$ cat src/hw/tmecu_pkg.sv
package tmecu_pkg;
  // ----------------------------------------
  // Channel array and address window
  // ----------------------------------------
  localparam int NCH = 16;
  localparam logic [31:0] BASE_ADDR = 32'h400d_0000;
  localparam int AW = 12;
  localparam int CH_LSB = 8;
  localparam int CHW = 4;
  localparam int CW = 16;

  // ----------------------------------------
  // Register offsets inside a channel window
  // ----------------------------------------
  localparam logic [7:0] OFF_EN = 8'h00;
  localparam logic [7:0] OFF_RUN = 8'h04;
  localparam logic [7:0] OFF_CR = 8'h08;
  localparam logic [7:0] OFF_MOD = 8'h0c;
  localparam logic [7:0] OFF_FFCR = 8'h10;
  localparam logic [7:0] OFF_IST = 8'h14;
  localparam logic [7:0] OFF_ICLR = 8'h18;
  localparam logic [7:0] OFF_IEN = 8'h1c;
  localparam logic [7:0] OFF_RG0 = 8'h20;
  localparam logic [7:0] OFF_RG1 = 8'h24;
  localparam logic [7:0] OFF_CP0 = 8'h28;
  localparam logic [7:0] OFF_CP1 = 8'h2c;
  localparam logic [7:0] OFF_UC = 8'h30;

  // ----------------------------------------
  // Field positions
  // ----------------------------------------
  localparam int EN_BIT = 7;
  localparam int RUN_BIT = 0;
  localparam int PRUN_BIT = 2;
  localparam int SYNC_BIT = 5;
  localparam int DBUF_BIT = 7;
  localparam int CLK_LSB = 0;
  localparam int CLR_BIT = 2;
  localparam int CAPM_LSB = 3;
  localparam int FFE_LSB = 0;
  localparam int FFSET_BIT = 2;
  localparam int FFCLR_BIT = 3;
  localparam int FFVAL_BIT = 4;
  localparam int NIRQ = 5;
  localparam int IRQ_M0 = 0;
  localparam int IRQ_M1 = 1;
  localparam int IRQ_OVF = 2;
  localparam int IRQ_CP0 = 3;
  localparam int IRQ_CP1 = 4;

  typedef enum logic [1:0] {
    CLK_TICK = 2'h0, CLK_EXT = 2'h1, CLK_SYS = 2'h2, CLK_OFF = 2'h3
  } tmecu_clk_type;
  typedef enum logic [1:0] {
    CAP_OFF = 2'h0, CAP_TWO = 2'h1, CAP_PULSE = 2'h2, CAP_TRIG = 2'h3
  } tmecu_cap_type;

  // ----------------------------------------
  // Channel wiring
  // ----------------------------------------
  localparam int NEXT = 6;
  localparam logic [NEXT-1:0][3:0] EXT_CHAN = {4'h9, 4'h7, 4'h6, 4'h5, 4'h2, 4'h1};
  localparam logic [NCH-1:0] EXT_MASK = 16'h02e6;
  localparam int CH_SCLK = 3;
  localparam int CH_SER0 = 5;
  localparam int CH_SER1 = 6;
  localparam int CH_CONSUMER = 10;
  localparam int CH_REMOTE = 11;
  localparam int NPIN = 8;
  localparam int PRESCALE_DIV = 4;

  function automatic logic [3:0] tmecu_lead(input logic [3:0] c);
    return {c[3:2], 2'b00};
  endfunction : tmecu_lead

  function automatic logic [3:0] tmecu_src(input logic [3:0] c);
    return {c[3:2] ^ 2'b01, 2'b00};
  endfunction : tmecu_src
endpackage : tmecu_pkg

$ cat src/hw/tmecu_chan_if.sv
`timescale 1ns/10ps
interface tmecu_chan_if;
  logic gate;
  logic run;
  logic step;
  logic clr_match;
  logic dbuf;
  logic [15:0] buf0;
  logic [15:0] buf1;
  logic [1:0] ff_en;
  logic ff_set;
  logic ff_clr;
  logic cap0_ev;
  logic cap1_ev;
  logic [15:0] cnt;
  logic [15:0] cap0;
  logic [15:0] cap1;
  logic ff;
  logic match0;
  logic match1;
  logic ovf;
  modport top (output gate, run, step, clr_match, dbuf, buf0, buf1, ff_en, ff_set, ff_clr,
               cap0_ev, cap1_ev, input cnt, cap0, cap1, ff, match0, match1, ovf);
  modport chan (input gate, run, step, clr_match, dbuf, buf0, buf1, ff_en, ff_set, ff_clr,
                cap0_ev, cap1_ev, output cnt, cap0, cap1, ff, match0, match1, ovf);
endinterface : tmecu_chan_if

$ cat src/hw/tmecu_top.sv
`timescale 1ns/10ps
// What this block does
// - Every channel counts 16 bits for interval, pulse and group-synchronous work; channels 1, 2, 3, 5, 6, 7 and 9 also count events.
// - Every channel has an up-counter, two buffered compares, two captures and an output flip-flop.
// - Sixteen identical channels run on their own apart from wiring and interrupts.
// - Flip-flops of channels 0, 4, 8 and 12 act as capture triggers for their partner groups.
// - In synchronous mode a follower whose own run bit is set starts only when its group leader's run bit is set.
// - Channels 8 to 15 have no pin output and channels 10 and 11 feed on-chip peripherals.
// - Channels 1, 2, 5, 6, 7, 9 take two inputs, channel 3 counts the serial clock, 5 and 6 feed serial.
// - Each channel owns a 0x100 byte window, channel 0 at the base and channel 15 at base plus 0xf00.
// - With its enable bit low a channel is frozen and only its enable register responds.
// - Clearing the enable bit keeps every setting of the channel.
module tmecu_top #(
  parameter int PRESCALE = tmecu_pkg::PRESCALE_DIV // Internal count tick divider
) (
  input wire logic clk, // System clock
  input wire logic rstn, // Async reset, active low
  input wire logic [tmecu_pkg::AW-1:0] avs_address, // Byte address within block
  input wire logic avs_read, // Read request
  input wire logic avs_write, // Write request
  input wire logic [31:0] avs_writedata, // Write data
  input wire logic [3:0] avs_byteenable, // Byte lanes
  output logic [31:0] avs_readdata, // Read data
  output logic avs_waitrequest, // Stall
  input wire logic [tmecu_pkg::NEXT-1:0] capture_input_first, // First external input pins
  input wire logic [tmecu_pkg::NEXT-1:0] capture_input_second, // Second external input pins
  input wire logic serial_port3_clock, // Serial clock counted by channel 3
  output logic [tmecu_pkg::NPIN-1:0] flipflop_pin_out, // Flip-flop pins, channels 0 to 7
  output logic [1:0] serial_timer_out, // Channels 5 and 6 to serial
  output logic consumer_control_peripheral_out, // Channel 10 flip-flop
  output logic remote_receiver_peripheral_out, // Channel 11 flip-flop
  output logic [tmecu_pkg::NCH-1:0] timer_interrupt_request, // Per-channel timer request
  output logic [tmecu_pkg::NEXT-1:0] capture_interrupt_request_first, // First capture request
  output logic [tmecu_pkg::NEXT-1:0] capture_interrupt_request_second, // Second capture request
  output logic irq // Combined level interrupt
);
  localparam int NC = tmecu_pkg::NCH;
  localparam int NX = tmecu_pkg::NEXT;
  localparam int NI = tmecu_pkg::NIRQ;
  localparam int PDW = (PRESCALE > 1) ? $clog2(PRESCALE) : 1;

  typedef struct packed {
    logic [NC-1:0] en;
    logic [NC-1:0] run;
    logic [NC-1:0] prun;
    logic [NC-1:0] sync;
    logic [NC-1:0] dbuf;
    logic [NC-1:0] clr_match;
    logic [NC-1:0][1:0] clk_sel;
    logic [NC-1:0][1:0] cap_mode;
    logic [NC-1:0][1:0] ff_en;
    logic [NC-1:0][15:0] buf0;
    logic [NC-1:0][15:0] buf1;
    logic [NC-1:0][NI-1:0] ist;
    logic [NC-1:0][NI-1:0] ien;
    logic [NC-1:0] ff_prev;
    logic [NX-1:0][2:0] sy0;
    logic [NX-1:0][2:0] sy1;
    logic [2:0] sy_sclk;
    logic [NX-1:0] lv0;
    logic [NX-1:0] lv1;
    logic lv_sclk;
    logic [PDW-1:0] pdiv;
    logic ack;
    logic [31:0] rdata;
  } tmecu_state_type;

  tmecu_state_type st;
  tmecu_state_type next_st;
  logic [tmecu_pkg::CHW-1:0] ch;
  logic [7:0] off;
  logic [31:0] bem;
  logic [31:0] rmux;
  logic [31:0] wv;
  logic tick;
  logic [NC-1:0] ext0_r;
  logic [NC-1:0] ext0_f;
  logic [NC-1:0] ext1_r;
  logic [NC-1:0] step_v;
  logic [NC-1:0] run_eff;
  logic [NC-1:0] cap0_ev_v;
  logic [NC-1:0] cap1_ev_v;
  logic [NC-1:0] ffset_v;
  logic [NC-1:0] ffclr_v;
  logic [NC-1:0][NI-1:0] iclr_v;
  logic [NC-1:0][15:0] ch_cnt;
  logic [NC-1:0][15:0] ch_cap0;
  logic [NC-1:0][15:0] ch_cap1;
  logic [NC-1:0] ch_ff;
  logic [NC-1:0] ch_m0;
  logic [NC-1:0] ch_m1;
  logic [NC-1:0] ch_ovf;

  // ----------------------------------------
  // Address decode
  // ----------------------------------------
  assign ch = avs_address[tmecu_pkg::CH_LSB +: tmecu_pkg::CHW];
  assign off = avs_address[7:0];
  assign bem = {{8{avs_byteenable[3]}}, {8{avs_byteenable[2]}}, {8{avs_byteenable[1]}}, {8{avs_byteenable[0]}}};
  assign wv = (avs_writedata & bem) | (rmux & ~bem);
  assign tick = (st.pdiv == PDW'(PRESCALE - 1));

  always_comb begin
    logic [3:0] lead;
    logic [3:0] src;
    lead = '0;
    src = '0;
    next_st = st;
    ext0_r = '0;
    ext0_f = '0;
    ext1_r = '0;
    step_v = '0;
    run_eff = '0;
    cap0_ev_v = '0;
    cap1_ev_v = '0;
    ffset_v = '0;
    ffclr_v = '0;
    iclr_v = '0;
    rmux = '0;

    // ----------------------------------------
    // Pin synchronisers and edge detect
    // ----------------------------------------
    for (int k = 0; k < NX; k++) begin
      next_st.sy0[k] = {st.sy0[k][1:0], capture_input_first[k]};
      next_st.sy1[k] = {st.sy1[k][1:0], capture_input_second[k]};
      if (st.sy0[k][1] == st.sy0[k][2]) begin
        next_st.lv0[k] = st.sy0[k][2];
      end
      if (st.sy1[k][1] == st.sy1[k][2]) begin
        next_st.lv1[k] = st.sy1[k][2];
      end
      ext0_r[tmecu_pkg::EXT_CHAN[k]] = next_st.lv0[k] & ~st.lv0[k];
      ext0_f[tmecu_pkg::EXT_CHAN[k]] = ~next_st.lv0[k] & st.lv0[k];
      ext1_r[tmecu_pkg::EXT_CHAN[k]] = next_st.lv1[k] & ~st.lv1[k];
    end
    next_st.sy_sclk = {st.sy_sclk[1:0], serial_port3_clock};
    if (st.sy_sclk[1] == st.sy_sclk[2]) begin
      next_st.lv_sclk = st.sy_sclk[2];
    end
    ext0_r[tmecu_pkg::CH_SCLK] = next_st.lv_sclk & ~st.lv_sclk;
    ext0_f[tmecu_pkg::CH_SCLK] = ~next_st.lv_sclk & st.lv_sclk;
    next_st.pdiv = tick ? '0 : st.pdiv + PDW'(1);
    next_st.ff_prev = ch_ff;

    // ----------------------------------------
    // Register read image
    // ----------------------------------------
    if (off == tmecu_pkg::OFF_EN) begin
      rmux[tmecu_pkg::EN_BIT] = st.en[ch];
    end else if (st.en[ch]) begin
      case (off)
        tmecu_pkg::OFF_RUN: begin
          rmux[tmecu_pkg::RUN_BIT] = st.run[ch];
          rmux[tmecu_pkg::PRUN_BIT] = st.prun[ch];
        end
        tmecu_pkg::OFF_CR: begin
          rmux[tmecu_pkg::SYNC_BIT] = st.sync[ch];
          rmux[tmecu_pkg::DBUF_BIT] = st.dbuf[ch];
        end
        tmecu_pkg::OFF_MOD: begin
          rmux[tmecu_pkg::CLK_LSB +: 2] = st.clk_sel[ch];
          rmux[tmecu_pkg::CLR_BIT] = st.clr_match[ch];
          rmux[tmecu_pkg::CAPM_LSB +: 2] = st.cap_mode[ch];
        end
        tmecu_pkg::OFF_FFCR: begin
          rmux[tmecu_pkg::FFE_LSB +: 2] = st.ff_en[ch];
          rmux[tmecu_pkg::FFVAL_BIT] = ch_ff[ch];
        end
        tmecu_pkg::OFF_IST: rmux[NI-1:0] = st.ist[ch];
        tmecu_pkg::OFF_IEN: rmux[NI-1:0] = st.ien[ch];
        tmecu_pkg::OFF_RG0: rmux[15:0] = st.buf0[ch];
        tmecu_pkg::OFF_RG1: rmux[15:0] = st.buf1[ch];
        tmecu_pkg::OFF_CP0: rmux[15:0] = ch_cap0[ch];
        tmecu_pkg::OFF_CP1: rmux[15:0] = ch_cap1[ch];
        tmecu_pkg::OFF_UC: rmux[15:0] = ch_cnt[ch];
        default: rmux = '0;
      endcase
    end

    // ----------------------------------------
    // Bus slave: one wait state per access
    // ----------------------------------------
    next_st.ack = (avs_read | avs_write) & ~st.ack;
    if (avs_read && !st.ack) begin
      next_st.rdata = rmux;
    end
    if (avs_write && st.ack) begin
      if (off == tmecu_pkg::OFF_EN) begin
        next_st.en[ch] = wv[tmecu_pkg::EN_BIT];
      end else if (st.en[ch]) begin
        case (off)
          tmecu_pkg::OFF_RUN: begin
            next_st.run[ch] = wv[tmecu_pkg::RUN_BIT];
            next_st.prun[ch] = wv[tmecu_pkg::PRUN_BIT];
          end
          tmecu_pkg::OFF_CR: begin
            next_st.sync[ch] = wv[tmecu_pkg::SYNC_BIT];
            next_st.dbuf[ch] = wv[tmecu_pkg::DBUF_BIT];
          end
          tmecu_pkg::OFF_MOD: begin
            next_st.clk_sel[ch] = wv[tmecu_pkg::CLK_LSB +: 2];
            next_st.clr_match[ch] = wv[tmecu_pkg::CLR_BIT];
            next_st.cap_mode[ch] = wv[tmecu_pkg::CAPM_LSB +: 2];
          end
          tmecu_pkg::OFF_FFCR: begin
            next_st.ff_en[ch] = wv[tmecu_pkg::FFE_LSB +: 2];
            ffset_v[ch] = wv[tmecu_pkg::FFSET_BIT];
            ffclr_v[ch] = wv[tmecu_pkg::FFCLR_BIT];
          end
          tmecu_pkg::OFF_ICLR: iclr_v[ch] = wv[NI-1:0];
          tmecu_pkg::OFF_IEN: next_st.ien[ch] = wv[NI-1:0];
          tmecu_pkg::OFF_RG0: next_st.buf0[ch] = wv[15:0];
          tmecu_pkg::OFF_RG1: next_st.buf1[ch] = wv[15:0];
          default: next_st.rdata = st.rdata;
        endcase
      end
    end

    // ----------------------------------------
    // Per-channel sources and interrupt status
    // ----------------------------------------
    for (int c = 0; c < NC; c++) begin
      lead = tmecu_pkg::tmecu_lead(4'(c));
      src = tmecu_pkg::tmecu_src(4'(c));
      run_eff[c] = st.run[c] & (~st.sync[c] | st.run[lead]);
      case (st.clk_sel[c])
        tmecu_pkg::CLK_TICK: step_v[c] = tick & st.prun[c];
        tmecu_pkg::CLK_EXT: step_v[c] = ext0_r[c];
        tmecu_pkg::CLK_SYS: step_v[c] = 1'b1;
        default: step_v[c] = 1'b0;
      endcase
      case (st.cap_mode[c])
        tmecu_pkg::CAP_TWO: begin
          cap0_ev_v[c] = ext0_r[c];
          cap1_ev_v[c] = ext1_r[c];
        end
        tmecu_pkg::CAP_PULSE: begin
          cap0_ev_v[c] = ext0_r[c];
          cap1_ev_v[c] = ext0_f[c];
        end
        tmecu_pkg::CAP_TRIG: begin
          if (src != 4'(c) && lead != 4'(c)) begin
            cap0_ev_v[c] = ch_ff[src] & ~st.ff_prev[src];
            cap1_ev_v[c] = ~ch_ff[src] & st.ff_prev[src];
          end
        end
        default: cap0_ev_v[c] = 1'b0;
      endcase
      // Set wins over a clear in the same cycle
      next_st.ist[c] = (st.ist[c] & ~iclr_v[c]) | ({NI{st.en[c]}} & {
        cap1_ev_v[c] & tmecu_pkg::EXT_MASK[c], cap0_ev_v[c] & tmecu_pkg::EXT_MASK[c],
        ch_ovf[c], ch_m1[c], ch_m0[c]});
    end
  end

  always_ff @(posedge clk or negedge rstn) begin
    if (!rstn) begin
      st <= '0;
    end else begin
      st <= next_st;
    end
  end

  // ----------------------------------------
  // Channel instances
  // ----------------------------------------
  for (genvar g = 0; g < NC; g++) begin : g_ch
    tmecu_chan_if cif();
    assign cif.gate = st.en[g];
    assign cif.run = run_eff[g];
    assign cif.step = step_v[g];
    assign cif.clr_match = st.clr_match[g];
    assign cif.dbuf = st.dbuf[g];
    assign cif.buf0 = st.buf0[g];
    assign cif.buf1 = st.buf1[g];
    assign cif.ff_en = st.ff_en[g];
    assign cif.ff_set = ffset_v[g];
    assign cif.ff_clr = ffclr_v[g];
    assign cif.cap0_ev = cap0_ev_v[g];
    assign cif.cap1_ev = cap1_ev_v[g];
    assign ch_cnt[g] = cif.cnt;
    assign ch_cap0[g] = cif.cap0;
    assign ch_cap1[g] = cif.cap1;
    assign ch_ff[g] = cif.ff;
    assign ch_m0[g] = cif.match0;
    assign ch_m1[g] = cif.match1;
    assign ch_ovf[g] = cif.ovf;
    assign timer_interrupt_request[g] = |(st.ist[g][tmecu_pkg::IRQ_OVF:0] & st.ien[g][tmecu_pkg::IRQ_OVF:0]);
    tmecu_chan u_chan (.clk(clk), .rstn(rstn), .cif(cif));
  end

  for (genvar k = 0; k < NX; k++) begin : g_cap_irq
    assign capture_interrupt_request_first[k] = st.ist[tmecu_pkg::EXT_CHAN[k]][tmecu_pkg::IRQ_CP0] &
      st.ien[tmecu_pkg::EXT_CHAN[k]][tmecu_pkg::IRQ_CP0];
    assign capture_interrupt_request_second[k] = st.ist[tmecu_pkg::EXT_CHAN[k]][tmecu_pkg::IRQ_CP1] &
      st.ien[tmecu_pkg::EXT_CHAN[k]][tmecu_pkg::IRQ_CP1];
  end

  // ----------------------------------------
  // Outputs
  // ----------------------------------------
  assign avs_readdata = st.rdata;
  assign avs_waitrequest = (avs_read | avs_write) & ~st.ack;
  assign flipflop_pin_out = ch_ff[tmecu_pkg::NPIN-1:0];
  assign serial_timer_out = {ch_ff[tmecu_pkg::CH_SER1], ch_ff[tmecu_pkg::CH_SER0]};
  assign consumer_control_peripheral_out = ch_ff[tmecu_pkg::CH_CONSUMER];
  assign remote_receiver_peripheral_out = ch_ff[tmecu_pkg::CH_REMOTE];
  assign irq = |(st.ist & st.ien);
endmodule : tmecu_top

$ cat src/hw/tmecu_chan.sv
`timescale 1ns/10ps
module tmecu_chan (
  input wire logic clk, // System clock
  input wire logic rstn, // Async reset, active low
  tmecu_chan_if.chan cif // Controls from the register block
);
  typedef struct packed {
    logic [15:0] cnt;
    logic [15:0] cmp0;
    logic [15:0] cmp1;
    logic [15:0] cap0;
    logic [15:0] cap1;
    logic ff;
  } tmecu_chan_type;

  tmecu_chan_type st;
  tmecu_chan_type next_st;
  logic live;
  logic hit0;
  logic hit1;
  logic reload;

  // ----------------------------------------
  // Comparators
  // ----------------------------------------
  assign live = cif.gate & cif.run & cif.step;
  assign hit0 = live & (st.cnt == st.cmp0);
  assign hit1 = live & (st.cnt == st.cmp1);
  assign reload = hit1 & cif.clr_match;

  // ----------------------------------------
  // Counter, buffers, captures, flip-flop
  // ----------------------------------------
  always_comb begin
    next_st = st;
    if (cif.gate) begin
      if (!cif.run) begin
        next_st.cnt = '0;
      end else if (cif.step) begin
        next_st.cnt = reload ? '0 : st.cnt + 16'h0001;
      end
      // Double buffer loads on clear-on-match or while stopped
      if (!cif.dbuf || !cif.run || reload) begin
        next_st.cmp0 = cif.buf0;
        next_st.cmp1 = cif.buf1;
      end
      if (cif.cap0_ev) begin
        next_st.cap0 = st.cnt;
      end
      if (cif.cap1_ev) begin
        next_st.cap1 = st.cnt;
      end
      if (cif.ff_set) begin
        next_st.ff = 1'b1;
      end else if (cif.ff_clr) begin
        next_st.ff = 1'b0;
      end else begin
        next_st.ff = st.ff ^ (hit0 & cif.ff_en[0]) ^ (hit1 & cif.ff_en[1]);
      end
    end
  end

  always_ff @(posedge clk or negedge rstn) begin
    if (!rstn) begin
      st <= '0;
    end else begin
      st <= next_st;
    end
  end

  assign cif.cnt = st.cnt;
  assign cif.cap0 = st.cap0;
  assign cif.cap1 = st.cap1;
  assign cif.ff = st.ff;
  assign cif.match0 = hit0;
  assign cif.match1 = hit1;
  assign cif.ovf = live & ~reload & (st.cnt == 16'hffff);
endmodule : tmecu_chan

$ cat config.mk
export PLATFORM = sky130hd
export DESIGN_NAME = tmecu_top
export DESIGN_NICKNAME = d
export VERILOG_FILES = /design/src/hw/tmecu_pkg.sv /design/src/hw/tmecu_chan_if.sv /design/src/hw/tmecu_top.sv /design/src/hw/tmecu_chan.sv
export SDC_FILE = /design/constraint.sdc
export NUM_CORES = 2
export LEC_CHECK = 0
export BUFFER_PORTS_ARGS = -buffer_cell sky130_fd_sc_hd__buf_2
export CAP_MARGIN = 20
export CORE_ASPECT_RATIO = 0.5
export CORE_UTILIZATION = 50
export DETAILED_ROUTE_END_ITERATION = 8
export PLACE_DENSITY = 0.68
export SLEW_MARGIN = 20
export SYNTH_ARGS = -nofsm -noshare
export SYNTH_HDL_FRONTEND = slang
export SYNTH_SLANG_ARGS = --single-unit
$ cat constraint.sdc
create_clock -name clk -period 3.3 [get_ports clk]
set_input_delay 0.66 -clock clk [delete_from_list [all_inputs] [get_ports clk]]
set_output_delay 0.66 -clock clk [all_outputs]
set_load 0.03 [all_outputs]
# Yosys cells after proc, flatten, opt, wreduce, memory -nomap -nowiden

Index checks and enable logic that the tools add are counted.

Input port bits: 65
Latch bits: 0
Memory bits (read-only): 0
Register bits: 2132
Word-level logic and storage cells: 1193
Memories: 0
Memory bits (writable): 0

$lt $le $gt $ge: 2
Muxes and demuxes: 218
Reductions and logical operators: 174
$add $sub $neg: 17
Multiply operators: 0
Shift-type cells: 0
Equal/unequal tests: 140
Divide/modulo/power cells: 0
Bitwise logic cells: 416

Operators by type and width:

| cell                                           | count |
|---|---|
| 2-to-1 mux 16 bit                              | 63 |
| bitwise mux 256 bit                            | 2 |
| equality test 16 bit                           | 32 |
| binary-select mux 16 bit (select 4 bit)        | 5 |
| 2-to-1 mux 80 bit                              | 4 |
| adder 16 x 1 -> 16 bit (second input constant) | 16 |
| equality test 16 bit (second input constant)   | 16 |
| bitwise AND 1 bit                              | 217 |
| bitwise AND 80 bit                             | 2 |
| 2-to-1 mux 32 bit                              | 5 |
| AND reduction 2 bit                            | 57 |
| bitwise AND 5 bit                              | 22 |
| bitwise mux 16 bit                             | 6 |
| bitwise mux 32 bit                             | 3 |
| bitwise mux 80 bit                             | 1 |
| inverter 5 bit                                 | 16 |
| OR 5 bit                                       | 16 |
| OR reduction 80 bit                            | 1 |
| equality test 2 bit (second input constant)    | 36 |
| bitwise AND 16 bit                             | 4 |
| demux 16 bit (select 4 bit)                    | 1 |
| 2-to-1 mux 1 bit                               | 64 |
| inverter 1 bit                                 | 62 |
| bitwise AND 5 x 3 -> 5 bit                     | 10 |
| 43 further kinds                               | 306 |

# Longest topological paths before layout

Word-level depth: 15
Mapped depth: 18

# Hierarchy

From an unflattened synthesis, not the netlist that was laid out.

Cells, all modules: 10401
Area, all modules: 119617.2 sq um

By module, submodules not included:

| module                           | cells each | seq. area each (sq um) | area each (sq um) | instances |
|---|---|---|---|---|
| tmecu_chan at g_ch[0].u_chan ... | 358        | 2026.9                 | 4349.2            | 15 |
| tmecu_top                        | 4680       | 23497.5                | 50134.3           | 1 |
| tmecu_chan at g_ch[9].u_chan     | 351        | 2026.9                 | 4245.3            | 1 |

# Worst setup path before layout

No wires, ideal clock.

Path kind: input -> register
Start point: in avs_address[8] in the netlist's numbering
End point: reg st (netlist bit g_ch[0].cif.buf0[8])
Required time: 3170 ps
Slack: -529 ps
Cell stages on the path: 15
Data arrival time: 3699 ps
Cells stage by stage: buf_4 -> buf_8 -> buf_6 -> buf_8 -> buf_6 -> buf_6 -> buf_6 -> buf_2 -> mux4_2 -> mux4_2 -> nand2_1 -> nand4_1 -> a22oi_2 -> clkbuf_1 -> o21ai_0

Longest elaborated chain between the ends: 8
Elaborated cells on any way between the ends: 24

Ends and longest elaborated chain:

| what                                                              | line             | text |
|---|---|---|
| start: declaration                                                | tmecu_top.sv:18  | `input wire logic [tmecu_pkg::AW-1:0] avs_address,` |
| binary-select mux 16 bit (select 4 bit), on equally long branches | -                |  |
| 2-to-1 mux 16 bit, on equally long branches                       | -                |  |
| one-hot mux 8 bit (5 select lines)                                | tmecu_top.sv:152 | `case (off)` |
| 2-to-1 mux 16 bit                                                 | tmecu_top.sv:151 | `end else if (st.en[ch]) begin` |
| 2-to-1 mux 8 bit                                                  | tmecu_top.sv:149 | `if (off == tmecu_pkg::OFF_EN) begin` |
| bitwise AND 16 bit                                                | tmecu_top.sv:100 | `assign wv = (avs_writedata & bem) \| (rmux & ~bem);` |
| OR 16 bit                                                         | tmecu_top.sv:100 |  |
| bitwise mux 256 bit                                               | tmecu_top.sv:213 | `tmecu_pkg::OFF_RG0: next_st.buf0[ch] = wv[15:0];` |
| end signal: assignment                                            | tmecu_top.sv:261 | `st <= next_st;` |
| end: declaration                                                  | tmecu_top.sv:68  | `tmecu_state_type st;` |

Several ways; a longest one is shown, not always the timed one. The select of a mux whose other input is x is not followed.
A chain may end at the register's enable or synchronous reset.

==> results.json <==
{
  "num_vias": 88940,
  "post-synth-top-count-cell": "dfrtp_1",
  "p_seq_frac": 0.483,
  "track_usage": 0.4473,
  "syn_area_mm2": 0.1042,
  "tns_ns": -25.78,
  "hold_violations": 0,
  "gp_congestion": 1.117,
  "area_delta_synth_final_pct": 19.57,
  "antenna_found_initial": 61,
  "ant_nets": 0,
  "post_route_cells_drive_above_1_share": 0.3060,
  "worst_slew_pin_slew_ns": 1.321,
  "dpl.hpwl_um": 364800,
  "grt_pass1_vias": 83010,
  "finalSetupViolCount": 129,
  "crit_path_end_kind": "flip-flop",
  "sw_frac_of_total": 0.2377,
  "p_sw_w": 0.01275,
  "start_kind": "flip-flop",
  "core_mm2": 0.2070,
  "yosysWarnings": 0,
  "rows": 118,
  "via_per_inst": 6.769,
  "peakVddDrop_mv": 0.3984,
  "hold_ws_ns": 0.1037,
  "max_freq_mhz": 276.8,
  "min_path_type": "in2reg",
  "cts_buffer_depth": 4,
  "leakagePower_nw": 58.58,
  "rsz0062_at_grt": "yes",
  "critPathArrivalTime_ns": 4.42,
  "initial_core_util": 0.5032,
  "grt_pass1_wl_um": 656600,
  "first_pass_iters": 9,
  "slew_headroom": 0.1109,
  "synth_area_leaders": "dfrtp_1 (51%), mux2_2 (11%), mux4_2 (6.5%)",
  "setup_slack_ns": -0.3124,
  "cts_sinks": 2107,
  "layout_min_cycle_time_ns": 3.612,
  "cts_root_buf": "clkbuf_16",
  "cts_made_buffers": 197,
  "status": "finished with violations",
  "worstPathMaxFanout": 8,
  "async_flop_share": 1.000,
  "drv_slew": 0,
  "ys.flop_type": "dfrtp_1",
  "die_h_um": 324.7,
  "clkLatencyLatePin_ns": 0.89,
  "internal-power_w": 0.04091,
  "finClkSkew_ns": 0.06783,
  "crit_required_ns": 4.11,
  "ys_ff_latch": 2107,
  "synth_top_area_frac": 0.5062,
  "path_class": "reg2reg",
  "yosysUniqueCellTypes": 93,
  "grt_max_degree": 115,
  "syn_inst": 9434,
  "ys_seq_area_frac": 0.5062,
  "die_area_mm2": 0.2103,
  "drc": 0,
  "drt_iter0_drc": 14240,
  "maxCapViolCount": 0,
  "fp.dieW_um": 647.5,
  "routed_wl_um": 476300,
  "routedWlPerCell_um": 36.25,
  "p_total_w": 0.05366,
  "synth_top_cell_by_area": "dfrtp_1",
  "clkTransAtPathRegs_ns": 0.07,
  "violations": "negative setup slack",
  "htreeDepth": 4,
  "io_buffers": 104,
  "avgSynthCellArea_um2": 11.04,
  "power_frac_comb": 0.049,
  "fillCellCount": 16890,
  "pwr_density_cell_mw_per_mm2": 430.9,
  "period_share": 1.095,
  "p_clk_frac": 0.468,
  "grt_remaining_overflow": 0,
  "synthTopCellsByCount": "dfrtp_1 (2,107), mux2_2 (990), o21ai_0 (931), nand2_1 (929), nor2_1 (703)",
  "place_ws_ns": -1.100,
  "num_io_pins": 139,
  "nNetsFinal": 10310,
  "cts_tree": "done",
  "synth-edff-count": 0
}
[metal layers]
layer / GRT usage / part of all wire / wire [um]
met5: 0 / 0.00087 / 414
met4: 0.2157 / 0.062 / 29370
met3: 0.2351 / 0.17 / 82770
met2: 0.5892 / 0.39 / 185900
met1: 0.5995 / 0.37 / 177800
[what timing repair did]
item | CTS | global route
endpoints found under the hold margin | 26 | 0
gates resized for setup | 101 | 59
setup endpoints to repair | 393 | 534
pin swaps | 36 | 26
hold buffers | 14 | 0
buffers inserted | 28 | 14
cloned | 7 | 7
[sequential cells by signal (all words and copies together), names as in the netlist]
signal / flops
g_ch.cif.buf1: 256
g_ch.cif.dbuf: 16
g_ch.cif.ff_en: 32
g_ch.cif.gate: 16
avs_readdata: 16
st: 305
g_ch.u_chan.st: 512
g_ch.u_chan.cif.cnt: 256
g_ch.u_chan.cif.cap1: 192
g_ch.cif.buf0: 256
g_ch.u_chan.cif.cap0: 192
g_ch.u_chan.cif.ff: 16
g_ch.cif.clr_match: 16
next_st: 26
[cells by family after synthesis]
family                     share of synthesized area
DFF                                           0.5062
xor gates and xnor gates                     0.04643
adders and majority gates                   0.006535
AOI/OAI and AO/OA                             0.1138
other                                     0.00003600
and+or+nand+nor                               0.1092
muxes                                         0.1781
buffers and inverters                        0.03968
[worst max-delay path: stages (launching register included)]
cell and delay (ns):
dfrtp_2 0.49, mux4_2 0.47, mux2_4 0.31, a32oi_4 0.21, buf_6 0.17, or4b_4 0.48
or4_4 0.45, o31ai_4 0.19, buf_4 0.16, buf_12 0.21, clkbuf_16 0.22, o21a_1 0.13
[per-stage QoR]
| stage | cells | utilization | instance area (um^2) |
|---|---|---|---|
| 2_1_floorplan | 9449 | - | 104800 |
| 3_3_place_gp | 12690 | 0.5616 | 116300 |
| 3_5_place_dp | 12690 | 0.5616 | 116300 |
| 4_1_cts | 13090 | 0.5989 | 124000 |
| 5_1_grt | 13110 | 0.6013 | 124500 |
| 6_report | 13140 | 0.6016 | 124500 |
[power by group through the flow]
stage,Sequential [W],Clock (W),Combinational (W)
finish,0.0259,0.0251,0.00263
global route,0.0259,0.0261,0.00271
CTS,0.0259,0.0251,0.00250
detailed placement,0.0264,0,0.00241
global placement,0.0264,0,0.00240
floorplan,0.0264,0,0.000940
[layout by cell type, fill, tap and decap left out, types with 94 or more instances in the layout]
cell | Yosys | routed
mux2_2 | 990 | 989
nand3_1 | 177 | 177
buf_12 | 0 | 164
xnor2_1 | 168 | 168
o21ai_0 | 931 | 815
a31oi_1 | 284 | 266
buf_4 | 82 | 1055
nor2_1 | 703 | 699
nor4_1 | 111 | 106
a21oi_1 | 196 | 173
o31ai_1 | 97 | 94
dfrtp_1 | 2107 | 2096
xor2_1 | 358 | 358
buf_2 | 84 | 98
mux4_2 | 299 | 299
nand4_1 | 108 | 108
nand2_1 | 929 | 925
inv_1 | 113 | 111
clkbuf_16 | 0 | 210
nand2b_1 | 99 | 99
[worst paths after layout]
check / end / slack (ns) / depth (start not counted) / start
setup / recovery: st[215] / -0.31 / 11 / g_ch[3].cif.buf0[2]
hold / removal: st[32] / 0.10 / 3 / avs_read
setup reg to reg: st[215] / -0.31 / 11 / g_ch[3].cif.buf0[2]
hold reg to reg: next_st[77] / 0.35 / 0 / next_st[76]
max in group asynchronous: g_ch[12].cif.buf0[6] / 1.65 / 3 / rstn
min in group asynchronous: next_st[49] / 0.37 / 2 / rstn
[area by class of cell]
class | count | area, um^2 | share of cell area
Sequential cell | 2107 | 52740 | 0.4235
Multi-Input combinational cell | 6405 | 48360 | 0.3883
Timing Repair Buffer | 1368 | 12580 | 0.1010
Clock buffer | 275 | 5801 | 0.04658
Tap cell | 2760 | 3453 | 0.02773
Clock inverter | 79 | 1096 | 0.008801
Inverter | 119 | 449.2 | 0.003607
Antenna cell | 25 | 62.56 | 0.0005023
No activity file was read; power rests on OpenSTA's default activity.
